File: src/pkg/edp_pkg.sv
/*
 * edp_pkg: shared constants and a parity function for the ethernet datapath parity block.
 * assumes: single clock domain, 8-bit byte lanes on an axi4-stream datapath.
 */
package edp_pkg;
	localparam int DATA_BYTES    = 8;
	localparam int BYTE_BITS     = 8;
	// ****************************************
	// software register offsets (controller)
	// ****************************************
	localparam logic [3:0] REG_CTRL    = 4'h0;
	localparam logic [3:0] REG_STATUS  = 4'h4;
	localparam logic [3:0] REG_ENABLE  = 4'h8;
	localparam logic [3:0] REG_CLEAR   = 4'hc;
	localparam logic [3:0] REG_ERRCNT  = 4'h0 + 4'h0 + 4'h0;
	// ctrl fields
	localparam int CTRL_FCS_INS    = 0;
	localparam int CTRL_PAR_RESP   = 1;
	localparam int CTRL_CORRUPT    = 2;
	localparam logic [31:0] CTRL_RESET = 32'h0000_0000;
	// status / interrupt fields
	localparam int ST_TX_PAR   = 0;
	localparam int ST_TX_FCS   = 1;
	localparam int ST_RX_PAR   = 2;
	localparam int ST_BITS     = 3;

	// even parity of one byte
	function automatic logic evenPar(input logic [BYTE_BITS-1:0] b);
		evenPar = ^b;
	endfunction : evenPar
endpackage : edp_pkg

File: src/pkg/edp_if.sv
/*
 * edp_if: stream link between the mac datapath end and the user logic end.
 * assumes: both ends run on the same clock; data moves on tvalid and tready.
 */
interface edp_if
	import edp_pkg::*;
	#(parameter int NB = DATA_BYTES) ();
	// ****************************************
	// transmit stream (user -> mac)
	// ****************************************
	logic [NB*8-1:0] txData;
	logic [NB-1:0]   txKeep;
	logic [NB-1:0]   txParity;
	logic            txValid;
	logic            txLast;
	logic            txReady;
	// ****************************************
	// receive stream (mac -> user)
	// ****************************************
	logic [NB*8-1:0] rxData;
	logic [NB-1:0]   rxKeep;
	logic [NB-1:0]   rxParity;
	logic            rxValid;
	logic            rxLast;
	logic            rxReady;

	modport mac (input txData, txKeep, txParity, txValid, txLast, rxReady,
		output txReady, rxData, rxKeep, rxParity, rxValid, rxLast);
	modport user (output txData, txKeep, txParity, txValid, txLast, rxReady,
		input txReady, rxData, rxKeep, rxParity, rxValid, rxLast);
endinterface : edp_if

File: src/hw/edp_mac_end.sv
/*
 * edp_mac_end: mac-side datapath parity: rx parity generation, tx parity
 * check, tx parity and fcs error flags.
 * assumes: user end on the same clock drives tx stream and accepts rx stream;
 * the fcs engine delivers the receive bytes and the user fcs check result.
 */
module edp_mac_end
	import edp_pkg::*;
	#(parameter int NB = DATA_BYTES) (
	input  wire logic          clock,
	input  wire logic          rst_n,
	input  wire logic          clkEn,
	edp_if.mac                 lnk,
	input  wire logic          fcsInsEnable,
	input  wire logic          parityErrResponse,
	input  wire logic          fifoUnderflow,
	input  wire logic          userFcsBad,
	input  wire logic          userFcsBadValid,
	input  wire logic [NB*8-1:0] macRxData,
	input  wire logic [NB-1:0] macRxKeep,
	input  wire logic          macRxValid,
	input  wire logic          macRxLast,
	output logic               macRxReady,
	output logic [NB*8-1:0]    macTxData,
	output logic [NB-1:0]      macTxKeep,
	output logic               macTxValid,
	output logic               macTxLast,
	input  wire logic          macTxReady,
	output logic               txBadParity,
	output logic               txBadFcs
);
	// ****************************************
	// elaboration checks
	// ****************************************
	initial begin
		if (NB < 1 || NB > 64) $error("edp_mac_end: NB out of range");
		if (BYTE_BITS != 8) $error("edp_mac_end: lanes assume eight-bit bytes");
	end

	// ****************************************
	// declarations
	// ****************************************
	logic [NB-1:0] keptByte;
	logic [NB-1:0] cycErr;
	logic          anyErr;
	logic          suppressFlag;
	logic          txBeat;
	logic          cycBad;
	logic          pktBad_ff;
	logic          nxt_pktBad;
	logic          txBadParity_ff;
	logic          txBadFcs_ff;
	logic          nxt_txBadFcs;

	// ****************************************
	// receive path
	// ****************************************
	// rx stream passes straight to the user end
	always_comb begin
		lnk.rxData  = macRxData;
		lnk.rxKeep  = macRxKeep;
		lnk.rxValid = macRxValid;
		lnk.rxLast  = macRxLast;
		macRxReady  = lnk.rxReady;
	end

	always_comb begin
		for (int i = 0; i < NB; i++) begin
			lnk.rxParity[i] = evenPar(macRxData[i*8 +: 8]);
		end
	end

	// ****************************************
	// transmit path
	// ****************************************
	// data passes unaltered
	always_comb begin
		macTxData   = lnk.txData;
		macTxKeep   = lnk.txKeep;
		macTxValid  = lnk.txValid;
		macTxLast   = lnk.txLast;
		lnk.txReady = macTxReady;
	end

	// ****************************************
	// transmit parity check
	// ****************************************
	assign txBeat = lnk.txValid & macTxReady;

	// kept byte on a taken beat
	always_comb begin
		for (int i = 0; i < NB; i++) begin
			keptByte[i] = txBeat & lnk.txKeep[i];
		end
	end

	always_comb begin
		for (int i = 0; i < NB; i++) begin
			cycErr[i] = keptByte[i] & (evenPar(lnk.txData[i*8 +: 8]) != lnk.txParity[i]);
		end
	end

	assign anyErr = |cycErr;

	// final beat and underflow not flagged
	assign suppressFlag = lnk.txLast | fifoUnderflow;

	assign cycBad = anyErr & ~suppressFlag;

	// ****************************************
	// parity error flag
	// ****************************************
	// per-cycle pulse
	always_ff @(posedge clock or negedge rst_n) begin
		if (!rst_n) begin
			txBadParity_ff <= 1'b0;
		end else if (clkEn) begin
			txBadParity_ff <= cycBad;
		end
	end

	// ****************************************
	// packet tracking
	// ****************************************
	// packet parity accumulation
	always_comb begin
		nxt_pktBad = pktBad_ff;
		if (txBeat && lnk.txLast) begin
			nxt_pktBad = 1'b0;
		end else if (cycBad) begin
			nxt_pktBad = 1'b1;
		end
	end

	always_ff @(posedge clock or negedge rst_n) begin
		if (!rst_n) begin
			pktBad_ff <= 1'b0;
		end else if (clkEn) begin
			pktBad_ff <= nxt_pktBad;
		end
	end

	// ****************************************
	// fcs error flag
	// ****************************************
	// response by configuration
	always_comb begin
		nxt_txBadFcs = 1'b0;
		case ({fcsInsEnable, parityErrResponse})
			2'b00, 2'b01: begin
				nxt_txBadFcs = userFcsBadValid & userFcsBad;
			end
			2'b10: begin
				nxt_txBadFcs = 1'b0;
			end
			2'b11: begin
				nxt_txBadFcs = txBeat & lnk.txLast & pktBad_ff;
			end
			default: begin
				nxt_txBadFcs = 1'b0;
			end
		endcase
	end

	always_ff @(posedge clock or negedge rst_n) begin
		if (!rst_n) begin
			txBadFcs_ff <= 1'b0;
		end else if (clkEn) begin
			txBadFcs_ff <= nxt_txBadFcs;
		end
	end

	// ****************************************
	// outputs
	// ****************************************
	assign txBadParity = txBadParity_ff;
	assign txBadFcs    = txBadFcs_ff;
endmodule : edp_mac_end

File: src/flat_wrapper.sv
// flat-port wrapper written by rule: the top's interface ports become plain ports
module edp_mac_end_flat import edp_pkg::*;
#(parameter int NB = DATA_BYTES)
  (clock, rst_n, clkEn, fcsInsEnable, parityErrResponse, fifoUnderflow, userFcsBad, userFcsBadValid, macRxData, macRxKeep, macRxValid, macRxLast, macRxReady, macTxData, macTxKeep, macTxValid, macTxLast, macTxReady, txBadParity, txBadFcs, lnk_txData, lnk_txKeep, lnk_txParity, lnk_txValid, lnk_txLast, lnk_rxReady, lnk_txReady, lnk_rxData, lnk_rxKeep, lnk_rxParity, lnk_rxValid, lnk_rxLast);
  edp_if #(.NB(NB)) lnk_i ();
  input  wire logic clock;
  input  wire logic rst_n;
  input  wire logic clkEn;
  input  wire logic fcsInsEnable;
  input  wire logic parityErrResponse;
  input  wire logic fifoUnderflow;
  input  wire logic userFcsBad;
  input  wire logic userFcsBadValid;
  input  wire logic [NB*8-1:0] macRxData;
  input  wire logic [NB-1:0] macRxKeep;
  input  wire logic macRxValid;
  input  wire logic macRxLast;
  output logic macRxReady;
  output logic [NB*8-1:0] macTxData;
  output logic [NB-1:0] macTxKeep;
  output logic macTxValid;
  output logic macTxLast;
  input  wire logic macTxReady;
  output logic txBadParity;
  output logic txBadFcs;
  input wire logic [$bits(lnk_i.txData)-1:0] lnk_txData;
  input wire logic [$bits(lnk_i.txKeep)-1:0] lnk_txKeep;
  input wire logic [$bits(lnk_i.txParity)-1:0] lnk_txParity;
  input wire logic [$bits(lnk_i.txValid)-1:0] lnk_txValid;
  input wire logic [$bits(lnk_i.txLast)-1:0] lnk_txLast;
  input wire logic [$bits(lnk_i.rxReady)-1:0] lnk_rxReady;
  output wire logic [$bits(lnk_i.txReady)-1:0] lnk_txReady;
  output wire logic [$bits(lnk_i.rxData)-1:0] lnk_rxData;
  output wire logic [$bits(lnk_i.rxKeep)-1:0] lnk_rxKeep;
  output wire logic [$bits(lnk_i.rxParity)-1:0] lnk_rxParity;
  output wire logic [$bits(lnk_i.rxValid)-1:0] lnk_rxValid;
  output wire logic [$bits(lnk_i.rxLast)-1:0] lnk_rxLast;
  assign lnk_i.txData = lnk_txData;
  assign lnk_i.txKeep = lnk_txKeep;
  assign lnk_i.txParity = lnk_txParity;
  assign lnk_i.txValid = lnk_txValid;
  assign lnk_i.txLast = lnk_txLast;
  assign lnk_i.rxReady = lnk_rxReady;
  assign lnk_txReady = lnk_i.txReady;
  assign lnk_rxData = lnk_i.rxData;
  assign lnk_rxKeep = lnk_i.rxKeep;
  assign lnk_rxParity = lnk_i.rxParity;
  assign lnk_rxValid = lnk_i.rxValid;
  assign lnk_rxLast = lnk_i.rxLast;
  edp_mac_end #(.NB(NB)) u_core (.clock(clock), .rst_n(rst_n), .clkEn(clkEn), .lnk(lnk_i), .fcsInsEnable(fcsInsEnable), .parityErrResponse(parityErrResponse), .fifoUnderflow(fifoUnderflow), .userFcsBad(userFcsBad), .userFcsBadValid(userFcsBadValid), .macRxData(macRxData), .macRxKeep(macRxKeep), .macRxValid(macRxValid), .macRxLast(macRxLast), .macRxReady(macRxReady), .macTxData(macTxData), .macTxKeep(macTxKeep), .macTxValid(macTxValid), .macTxLast(macTxLast), .macTxReady(macTxReady), .txBadParity(txBadParity), .txBadFcs(txBadFcs));
endmodule
File: config.mk
export PLATFORM = sky130hd
export DESIGN_NAME = edp_mac_end_flat
export DESIGN_NICKNAME = d
export VERILOG_FILES = /design/src/pkg/edp_pkg.sv /design/src/pkg/edp_if.sv /design/src/hw/edp_mac_end.sv /design/src/flat_wrapper.sv
export SDC_FILE = /design/constraint.sdc
export NUM_CORES = 1
export LEC_CHECK = 0
export ABC_AREA = 0
export BUFFER_PORTS_ARGS = -buffer_cell sky130_fd_sc_hd__buf_4
export CELL_PAD_IN_SITES_DETAIL_PLACEMENT = 0
export CELL_PAD_IN_SITES_GLOBAL_PLACEMENT = 1
export CORE_AREA = 2 2 127 129
export CTS_CLUSTER_DIAMETER = 100
export DETAILED_ROUTE_END_ITERATION = 10
export DIE_AREA = 0 0 129 131
export PLACE_DENSITY = 0.73
export SYNTH_ARGS = -nofsm -noshare
export SYNTH_HDL_FRONTEND = slang
export SYNTH_SLANG_ARGS = --single-unit
export TNS_END_PERCENT = 1
File: constraint.sdc
create_clock -name clock -period 1.7 [get_ports clock]
set_input_delay 0.255 -clock clock [delete_from_list [all_inputs] [get_ports clock]]
set_output_delay 0.255 -clock clock [all_outputs]
set_load 0.005 [all_outputs]
# Word level (Yosys, flattened, before mapping)
# Index checks and enable logic that the tools add are counted.
# W data, S select, Z words.
[word_totals]
ff_bits = 3
latchBits = 0
ram_bits = 0
rom_bits = 0
inputBits = 166
out_inout_bits = 160
word_cells = 62
n_memories = 0
[op_classes]
addsub = 0
multipliers = 0
div = 0
order_cmp = 0
n_eq_ne = 11
n_shift = 0
muxes = 3
n_bitwise = 23
n_reduce_logical = 22
[ops]
columns = ["cell", "n"]
rows = [
  ["$reduce_xor A8 Y1", 16],
  ["$and A1 B1 Y1", 21],
  ["$ne A1 B1 Y1", 8],
  ["$reduce_or A8 Y1", 1],
  ["$eq A2 B2 Y1 const B", 2],
  ["$pmux W1 S3", 1],
  ["$eq A2 B1 Y1 const B", 1],
  ["$logic_not A2 Y1", 1],
  ["$mux W1", 2],
  ["$reduce_and A2 Y1", 1],
  ["$reduce_bool A2 Y1", 1],
  ["$reduce_or A2 Y1", 1],
  ["$logic_and A1 B1 Y1", 1],
  ["$not A1 Y1", 1],
  ["$or A1 B1 Y1", 1],
]

# Longest topological paths before layout
# Gate-level depths: netlist of the first run.
[depth]
ltp_word = 7
ltp_mapped = 7
ltp_nobuf = 6

# Worst setup path before layout of the first run
# Ideal clock, no wire load.
[synth_path]
path_kind = "in2reg"
from = "in lnk_txData[13]"
to = "reg u_core.txBadParity_ff (netlist: u_core.txBadParity)"
setup_time_ns = 0.134
t_arrival_ns = 1.405
t_required_ns = 1.566
setup_slack_ns = 0.161
cell_stages = 6
n_path_buf = 0
path_cell_list = "xor2_1 > xnor3_1 > xnor2_1 > o22ai_1 > o311ai_2 > o21ai_1"
[synth_via]
elab_chain_len = 5
[synth_rtl]
columns = ["item", "line", "rtl"]
rows = [
  ["start, declared", "flat_wrapper.sv:26", "input wire logic [$bits(lnk_i.txData)-1:0] lnk_txData;"],
  ["$reduce_xor A8 Y1", "edp_pkg.sv:29", "evenPar = ^b;"],
  ["$ne A1 B1 Y1", "edp_mac_end.sv:99", "cycErr[i] = keptByte[i] & (evenPar(lnk.txData[i*8 +: 8]) != lnk.txParity[i]);"],
  ["$and A1 B1 Y1", "edp_mac_end.sv:99", ""],
  ["$reduce_or A8 Y1", "edp_mac_end.sv:103", "assign anyErr = |cycErr;"],
  ["$and A1 B1 Y1", "edp_mac_end.sv:108", "assign cycBad = anyErr & ~suppressFlag;"],
  ["end signal, assigned", "edp_mac_end.sv:118", "txBadParity_ff <= cycBad;"],
  ["end, declared", "edp_mac_end.sv:51", "logic txBadParity_ff;"],
]
# No other way between the ends.
# A chain may end at the register's enable or synchronous reset.

# Worst setup path after layout of the first run
[layout_path]
from = "in lnk_txData[42]"
to = "reg u_core.txBadParity_ff (netlist: u_core.txBadParity)"
# The elaborated chain is that of the path after synthesis.

==> flow_metrics.tcl, run 1 <==
set metrics [dict create \
    status "finished, final reports clean" \
    avgSynthCellArea_sq_um 8.50 \
    skew_ns 0.0000940 \
    worstSetupPathType "in2reg" \
    worstSetupStartpointType "primary input" \
    hold_class "in2reg" \
    synth_nets 458 \
    p_int_w 0.00132 \
    fmax_ghz 0.594 \
    async_flop_share_pct 100 \
    hold_viol 0 \
    p_clk_share_pct 19.6 \
    grt_pass1_vias 2139 \
    setup_viol 0 \
    synth_warnings 0 \
    synth.top_cell.area_share_pct 45.4 \
    maxCapViolCount 0 \
    antenna_left 0 \
    dr.first_iter.drc_count 24 \
    num_rows 46 \
    clock_latency_ns 0.22 \
    cts.sinks 3 \
    power_density_nw_per_um2 469 \
    worst_pin_slew_ns 0.263 \
    fp.coreArea_sq_um 15600 \
    cts_made_buffers 3 \
    slew_viol_final 0 \
    postSynthCellCount 292 \
    setup_ws_ns 0.0170 \
    comb_power_share_pct 75.3 \
    netSwitchingFraction_pct 30.9 \
    initial_utilization_pct 15.9 \
    grt_max_degree 7 \
    ys_types 20 \
    finalCriticalPeriod_ns 1.68 \
    dpl_worst_slack_ns -0.350 \
    vdd.ir_drop.worst_v 0.000246 \
    synth_top_area_cell "buf_4" \
    arrival_ns 1.77 \
    ys_ff_latch 3 \
    synth_edf_count 0 \
    synthTopCellsByArea "buf_4, xnor2_1, xor2_1, xnor3_1, dfrtp_1" \
    fin_setup_tns_ns 0 \
    synthFlopType "dfrtp_1" \
    port_buffers 303 \
    cts_buffer_depth 2 \
    slew_headroom_pct 82.0 \
    vias 2233 \
    drc 0 \
    area_growth_pct 64.7 \
    p_leak_nw 2.07 \
    cp_max_fo 2 \
    track_usage_pct 7.66 \
    die_h_microns 131 \
    io_pins 326 \
    seq_power_share_pct 5.0 \
    n_antenna_cell 0 \
    nets 623 \
    final_layout_size_suffix_gt1_share_pct 70.6 \
    viasPerCell 3.32 \
    clk_transition_reported_paths_ns 0.03 \
    wl_per_cell_microns 11.5 \
    crit_required_ns 1.79 \
    dieWidth_microns 129 \
    rsz0062_at_grt "true" \
    htreeDepth 1 \
    grt_pass1_wl_microns 10100 \
    cts_root_buf "clkbuf_16" \
    synthesis.area_sq_um 2480 \
    worstSetupEndpointType "flip-flop" \
    gp_congestion 0.743 \
    yosys.cell_count.top_type "buf_4" \
    power.switching_w 0.000592 \
    synth_commonest_cells "buf_4, xnor2_1, xor2_1" \
    routed_wl_microns 7730 \
    fp.dieArea_sq_um 16900 \
    dp_hpwl_microns 7280 \
    dr.pass1.iters 4 \
    cts_tree "built" \
    antenna_found_initial 0 \
    grt-ovfl-total 0 \
    yosysSeqAreaShare_pct 3.02 \
    period_share_pct 99.0 \
]
## sequential cells by signal, indices dropped and copies added (netlist names)
register / count
u_core.pktBad_ff: 1
u_core.txBadFcs: 1
u_core.txBadParity: 1
## power by group through the flow
stage / Combinational [W] / Sequential, W / Clock (W)
after floorplan: 0.000822 / 0.0000938 / 0
final: 0.00144 / 0.0000965 / 0.000376
after CTS: 0.00147 / 0.0000968 / 0.000384
after global routing: 0.00157 / 0.0000980 / 0.000394
after global placement: 0.00141 / 0.0000974 / 0
after detailed placement: 0.00143 / 0.0000973 / 0
## final timing paths
| kind | start | end | slack (ns) | cells past startpoint |
|---|---|---|---|---|
| max in group asynchronous | rst_n | u_core.txBadParity$_DFFE_PN0P_ | 1.25 | 2 |
| min reg2reg | u_core.pktBad_ff$_DFFE_PN0P_ | u_core.pktBad_ff$_DFFE_PN0P_ | 0.50 | 2 |
| min | clkEn | u_core.txBadParity$_DFFE_PN0P_ | 0.26 | 2 |
| max reg2reg | u_core.pktBad_ff$_DFFE_PN0P_ | u_core.txBadFcs$_DFFE_PN0P_ | 1.00 | 2 |
| max | lnk_txData[42] | u_core.txBadParity$_DFFE_PN0P_ | 0.02 | 7 |
| min in group asynchronous | rst_n | u_core.txBadFcs$_DFFE_PN0P_ | 0.35 | 2 |
## kinds of logic after synthesis
kind of cell | Yosys count | share of synthesized area (%)
buffers and inverters | 154 | 46.0
XOR/XNOR | 106 | 43.6
AND/OR/NAND/NOR | 20 | 4.08
AO/OA/AOI/OAI | 6 | 2.07
multiplexers | 3 | 1.21
flip-flops | 3 | 3.02
## repair_timing
item / 4_1_cts / 5_1_grt
gates resized for setup: 5 / 2
hold buffers: 1 / 0
setup endpoints to repair: 2 / 2
pin swaps: 2 / 0
hold endpoints to repair: 3 / 0
setup buffers: 0 / 0
## worst max-delay path: stages
cell       delay [ns]
buf_4            0.12
xor2_1           0.15
xnor3_1          0.39
mux2i_1          0.30
o2111ai_2        0.19
o311ai_2         0.28
o21ai_1          0.11
## through the flow
step                      total power [W]  utilization (%)  cells  hold slack (ns)  instance area [sq um]
final                             0.00192             26.2    672            0.261                   4090
after global placement            0.00151             25.3    667           0.0473                   3950
after global routing              0.00206             26.2    672            0.290                   4090
after CTS                         0.00195             26.1    672            0.257                   4080
after detailed placement          0.00153             25.3    667           0.0513                   3950
after floorplan                  0.000916                -    292          -0.0406                   2480
## area by class of cell
class / count / area [sq um]
Sequential cell: 3 / 75.1
Clock buffer: 4 / 78.8
Inverter: 2 / 7.51
Fill cell: 1707 / 11500
Multi-Input combinational cell: 135 / 1310
Timing Repair Buffer: 312 / 2340
Tap cell: 216 / 270
## cells in the final DEF (no fill, tap or decap), drive strengths merged
| cell type | n |
|---|---|
| o221ai | 1 |
| nand4b | 1 |
| buf | 311 |
| xnor3 | 8 |
| o21ai | 1 |
| nand2 | 2 |
| clkbuf | 4 |
| xor2 | 21 |
| dlygate4sd3 | 1 |
| o22ai | 2 |
| nor2b | 3 |
| inv | 2 |
| nor2 | 4 |
| nand4 | 1 |
| nand3 | 9 |
| xnor2 | 74 |
| o2111ai | 1 |
| mux2i | 3 |
| o311ai | 1 |
| dfrtp | 3 |
| xor3 | 3 |
## routing by layer
metal / GRT usage [%] / vias up / wire length, microns
met5: 0 / - / 0
met4: 1.34 / 0 / 23
met3: 1.34 / 2 / 648
met2: 15.1 / 134 / 4380
met1: 8.70 / 999 / 2670
li1: - / 1098 / -
(Power assumes the default switching activity.)
==> run 2, diff against run 1 <==
--- a/config.mk
+++ b/config.mk
@@ -6,7 +6,7 @@
 export NUM_CORES = 1
 export LEC_CHECK = 0
 export ABC_AREA = 0
-export BUFFER_PORTS_ARGS = -buffer_cell sky130_fd_sc_hd__buf_4
+export BUFFER_PORTS_ARGS = -buffer_cell sky130_fd_sc_hd__buf_2
 export CELL_PAD_IN_SITES_DETAIL_PLACEMENT = 0
 export CELL_PAD_IN_SITES_GLOBAL_PLACEMENT = 1
 export CORE_AREA = 2 2 127 129
==> run 2 against run 1 <==
  * Combinational power fell by 16%
  * Utilization down 4.3 points
  * Non-clock buffer count unchanged
  * Hold slack better by 0.061 ns
  * Register-to-register slack barely moved
  * Critical path depth stayed put
  * Power down 12%
  * Highest routed layer unchanged
==> flow_metrics.tcl, run 2 (synthesized netlist as in run 1, its figures left out) <==
set metrics [dict create \
    hold_path_end "u_core.txBadFcs$_DFFE_PN0P_" \
    dr.pass1.iters 4 \
    hold_class "in2reg" \
    worst_pin_slew_ns 0.308 \
    antenna_found_initial 0 \
    clock_latency_ns 0.22 \
    worst_hold_startpoint "userFcsBad" \
    final_layout_size_suffix_gt1_share_pct 71.7 \
    period_share_pct 96.6 \
    comb_power_share_pct 72.1 \
    viasPerCell 3.26 \
    p_clk_share_pct 22.0 \
    vias 2192 \
    grt-ovfl-total 0 \
    reg2reg_to "u_core.txBadFcs$_DFFE_PN0P_" \
    cts_buffer_depth 2 \
    final_common_cell "buf_2" \
    skew_ns 0.0000209 \
    dpl_worst_slack_ns -0.316 \
    finalCriticalPeriod_ns 1.64 \
    slew_viol_final 0 \
    reg2reg_slack_ns 0.99 \
    worstSetupStartpointType "primary input" \
    status "finished, final reports clean" \
    crit_required_ns 1.79 \
    power_density_nw_per_um2 491 \
    maxCapViolCount 0 \
    cp_slowest_cell "xnor3_1" \
    power.switching_w 0.000571 \
    dieWidth_microns 129 \
    area_growth_pct 38.0 \
    cts.sinks 3 \
    worstSetupEndpointType "flip-flop" \
    n_antenna_cell 0 \
    slew_headroom_pct 79.4 \
    rr_startpoint "u_core.pktBad_ff$_DFFE_PN0P_" \
    dp_hpwl_microns 6280 \
    cp.depth 7 \
    cts_made_buffers 3 \
    p_leak_nw 1.85 \
    final_core_util_pct 22.0 \
    routed_wl_microns 6610 \
    rsz0062_at_grt "true" \
    initial_utilization_pct 15.9 \
    grt_pass1_wl_microns 8510 \
    seq_power_share_pct 5.8 \
    hold_viol 0 \
    grt_max_degree 7 \
    setup_viol 0 \
    dr.first_iter.drc_count 13 \
    worstSetupPathType "in2reg" \
    min_path_cells 3 \
    p_int_w 0.00111 \
    crit_chain "buf_2, xor2_1, xnor3_1, xnor2_2, o22ai_1, o311ai_4, o21ai_1" \
    grt_pass1_vias 1799 \
    arrival_ns 1.73 \
    setup_ws_ns 0.0580 \
    cp_max_fo 2 \
    total_power_w 0.00168 \
    most-common-layout-cells "buf_2, xnor2_1, xor2_1, nand3_1, xnor2_2" \
    critPathBufInv 1 \
    antenna_left 0 \
    port_buffers 303 \
    htreeDepth 1 \
    netSwitchingFraction_pct 34.0 \
    drc 0 \
    gp_congestion 0.700 \
    critPathMaxStageDelay_ns 0.45 \
    track_usage_pct 6.45 \
    fmax_ghz 0.609 \
    num_rows 46 \
    reg2regPathDepth 2 \
    vdd.ir_drop.worst_v 0.000349 \
    fp.coreArea_sq_um 15600 \
    cts_tree "built" \
    critPathTopFamily "XOR/XNOR gates" \
    wl_per_cell_microns 9.84 \
    fp.dieArea_sq_um 16900 \
    die_h_microns 131 \
    io_pins 326 \
    cts_root_buf "clkbuf_16" \
    nets 623 \
    clk_transition_reported_paths_ns 0.03 \
]
[run 2: worst max-delay path by stage]
| stage | slack, ns | start | endpoint |
|---|---|---|---|
| 4_1_cts | -0.03 | lnk_txData[47] | u_core.txBadParity$_DFFE_PN0P_ |
| 3_5_place_dp | -0.32 | lnk_txData[34] | u_core.txBadParity$_DFFE_PN0P_ |
| 5_1_grt | -0.04 | lnk_txData[36] | u_core.txBadParity$_DFFE_PN0P_ |
| 6_report | 0.06 | lnk_txData[10] | u_core.txBadParity$_DFFE_PN0P_ |
| 2_1_floorplan | 0.16 | lnk_txData[13] | u_core.txBadParity$_DFFE_PN0P_ |
| 3_3_place_gp | -0.24 | lnk_txData[4] | u_core.txBadParity$_DFFE_PN0P_ |
[run 2: layout make-up]
type / count / area [sq um]
clock buffers: 4 / 78.8
well taps: 216 / 270
multi-input cells: 135 / 1370
flip-flops and latches: 3 / 75.1
inverters: 2 / 7.51
fillers: 1731 / 12200
repair buffers: 312 / 1620
[run 2: metrics by stage]
stage | setup TNS (ns) | cells | hold WS [ns] | area (sq um)
2_1_floorplan | 0 | 292 | -0.0406 | 2480
3_3_place_gp | -0.442 | 668 | 0.0635 | 3200
3_5_place_dp | -0.616 | 668 | 0.0655 | 3200
4_1_cts | -0.0329 | 673 | 0.302 | 3390
5_1_grt | -0.0507 | 672 | 0.338 | 3420
6_report | 0 | 672 | 0.322 | 3420
[run 2: repair_timing]
item | in CTS | in global routing
buffers inserted | 0 | 0
hold endpoints to repair | 3 | 0
hold buffers | 1 | 0
endpoints found under the setup margin | 2 | 2
gates cloned | 0 | 0
resized for setup | 15 | 6
pin swaps | 9 | 7
[run 2: worst min-delay path: cells and delay by family]
family,cells,cell delay (ns)
compound gates,1,0.08
buf+inv,1,0.08
simple gates,1,0.09
[run 2: routing by layer]
layer | GRT usage [%] | vias up | part of all wire, %
met5 | 0 | - | 0
met3 | 1.18 | 2 | 8.1
met1 | 7.83 | 951 | 39
met4 | 0.767 | 0 | 0.35
li1 | - | 1103 | -
met2 | 12.2 | 136 | 52
[run 2: power by group through the flow]
stage	logic (W)	registers (W)	clock network, W
2_1_floorplan	0.000822	0.0000938	0
5_1_grt	0.00133	0.0000994	0.000388
4_1_cts	0.00123	0.0000980	0.000379
3_3_place_gp	0.00117	0.0000991	0
6_report	0.00121	0.0000980	0.000371
3_5_place_dp	0.00117	0.0000968	0
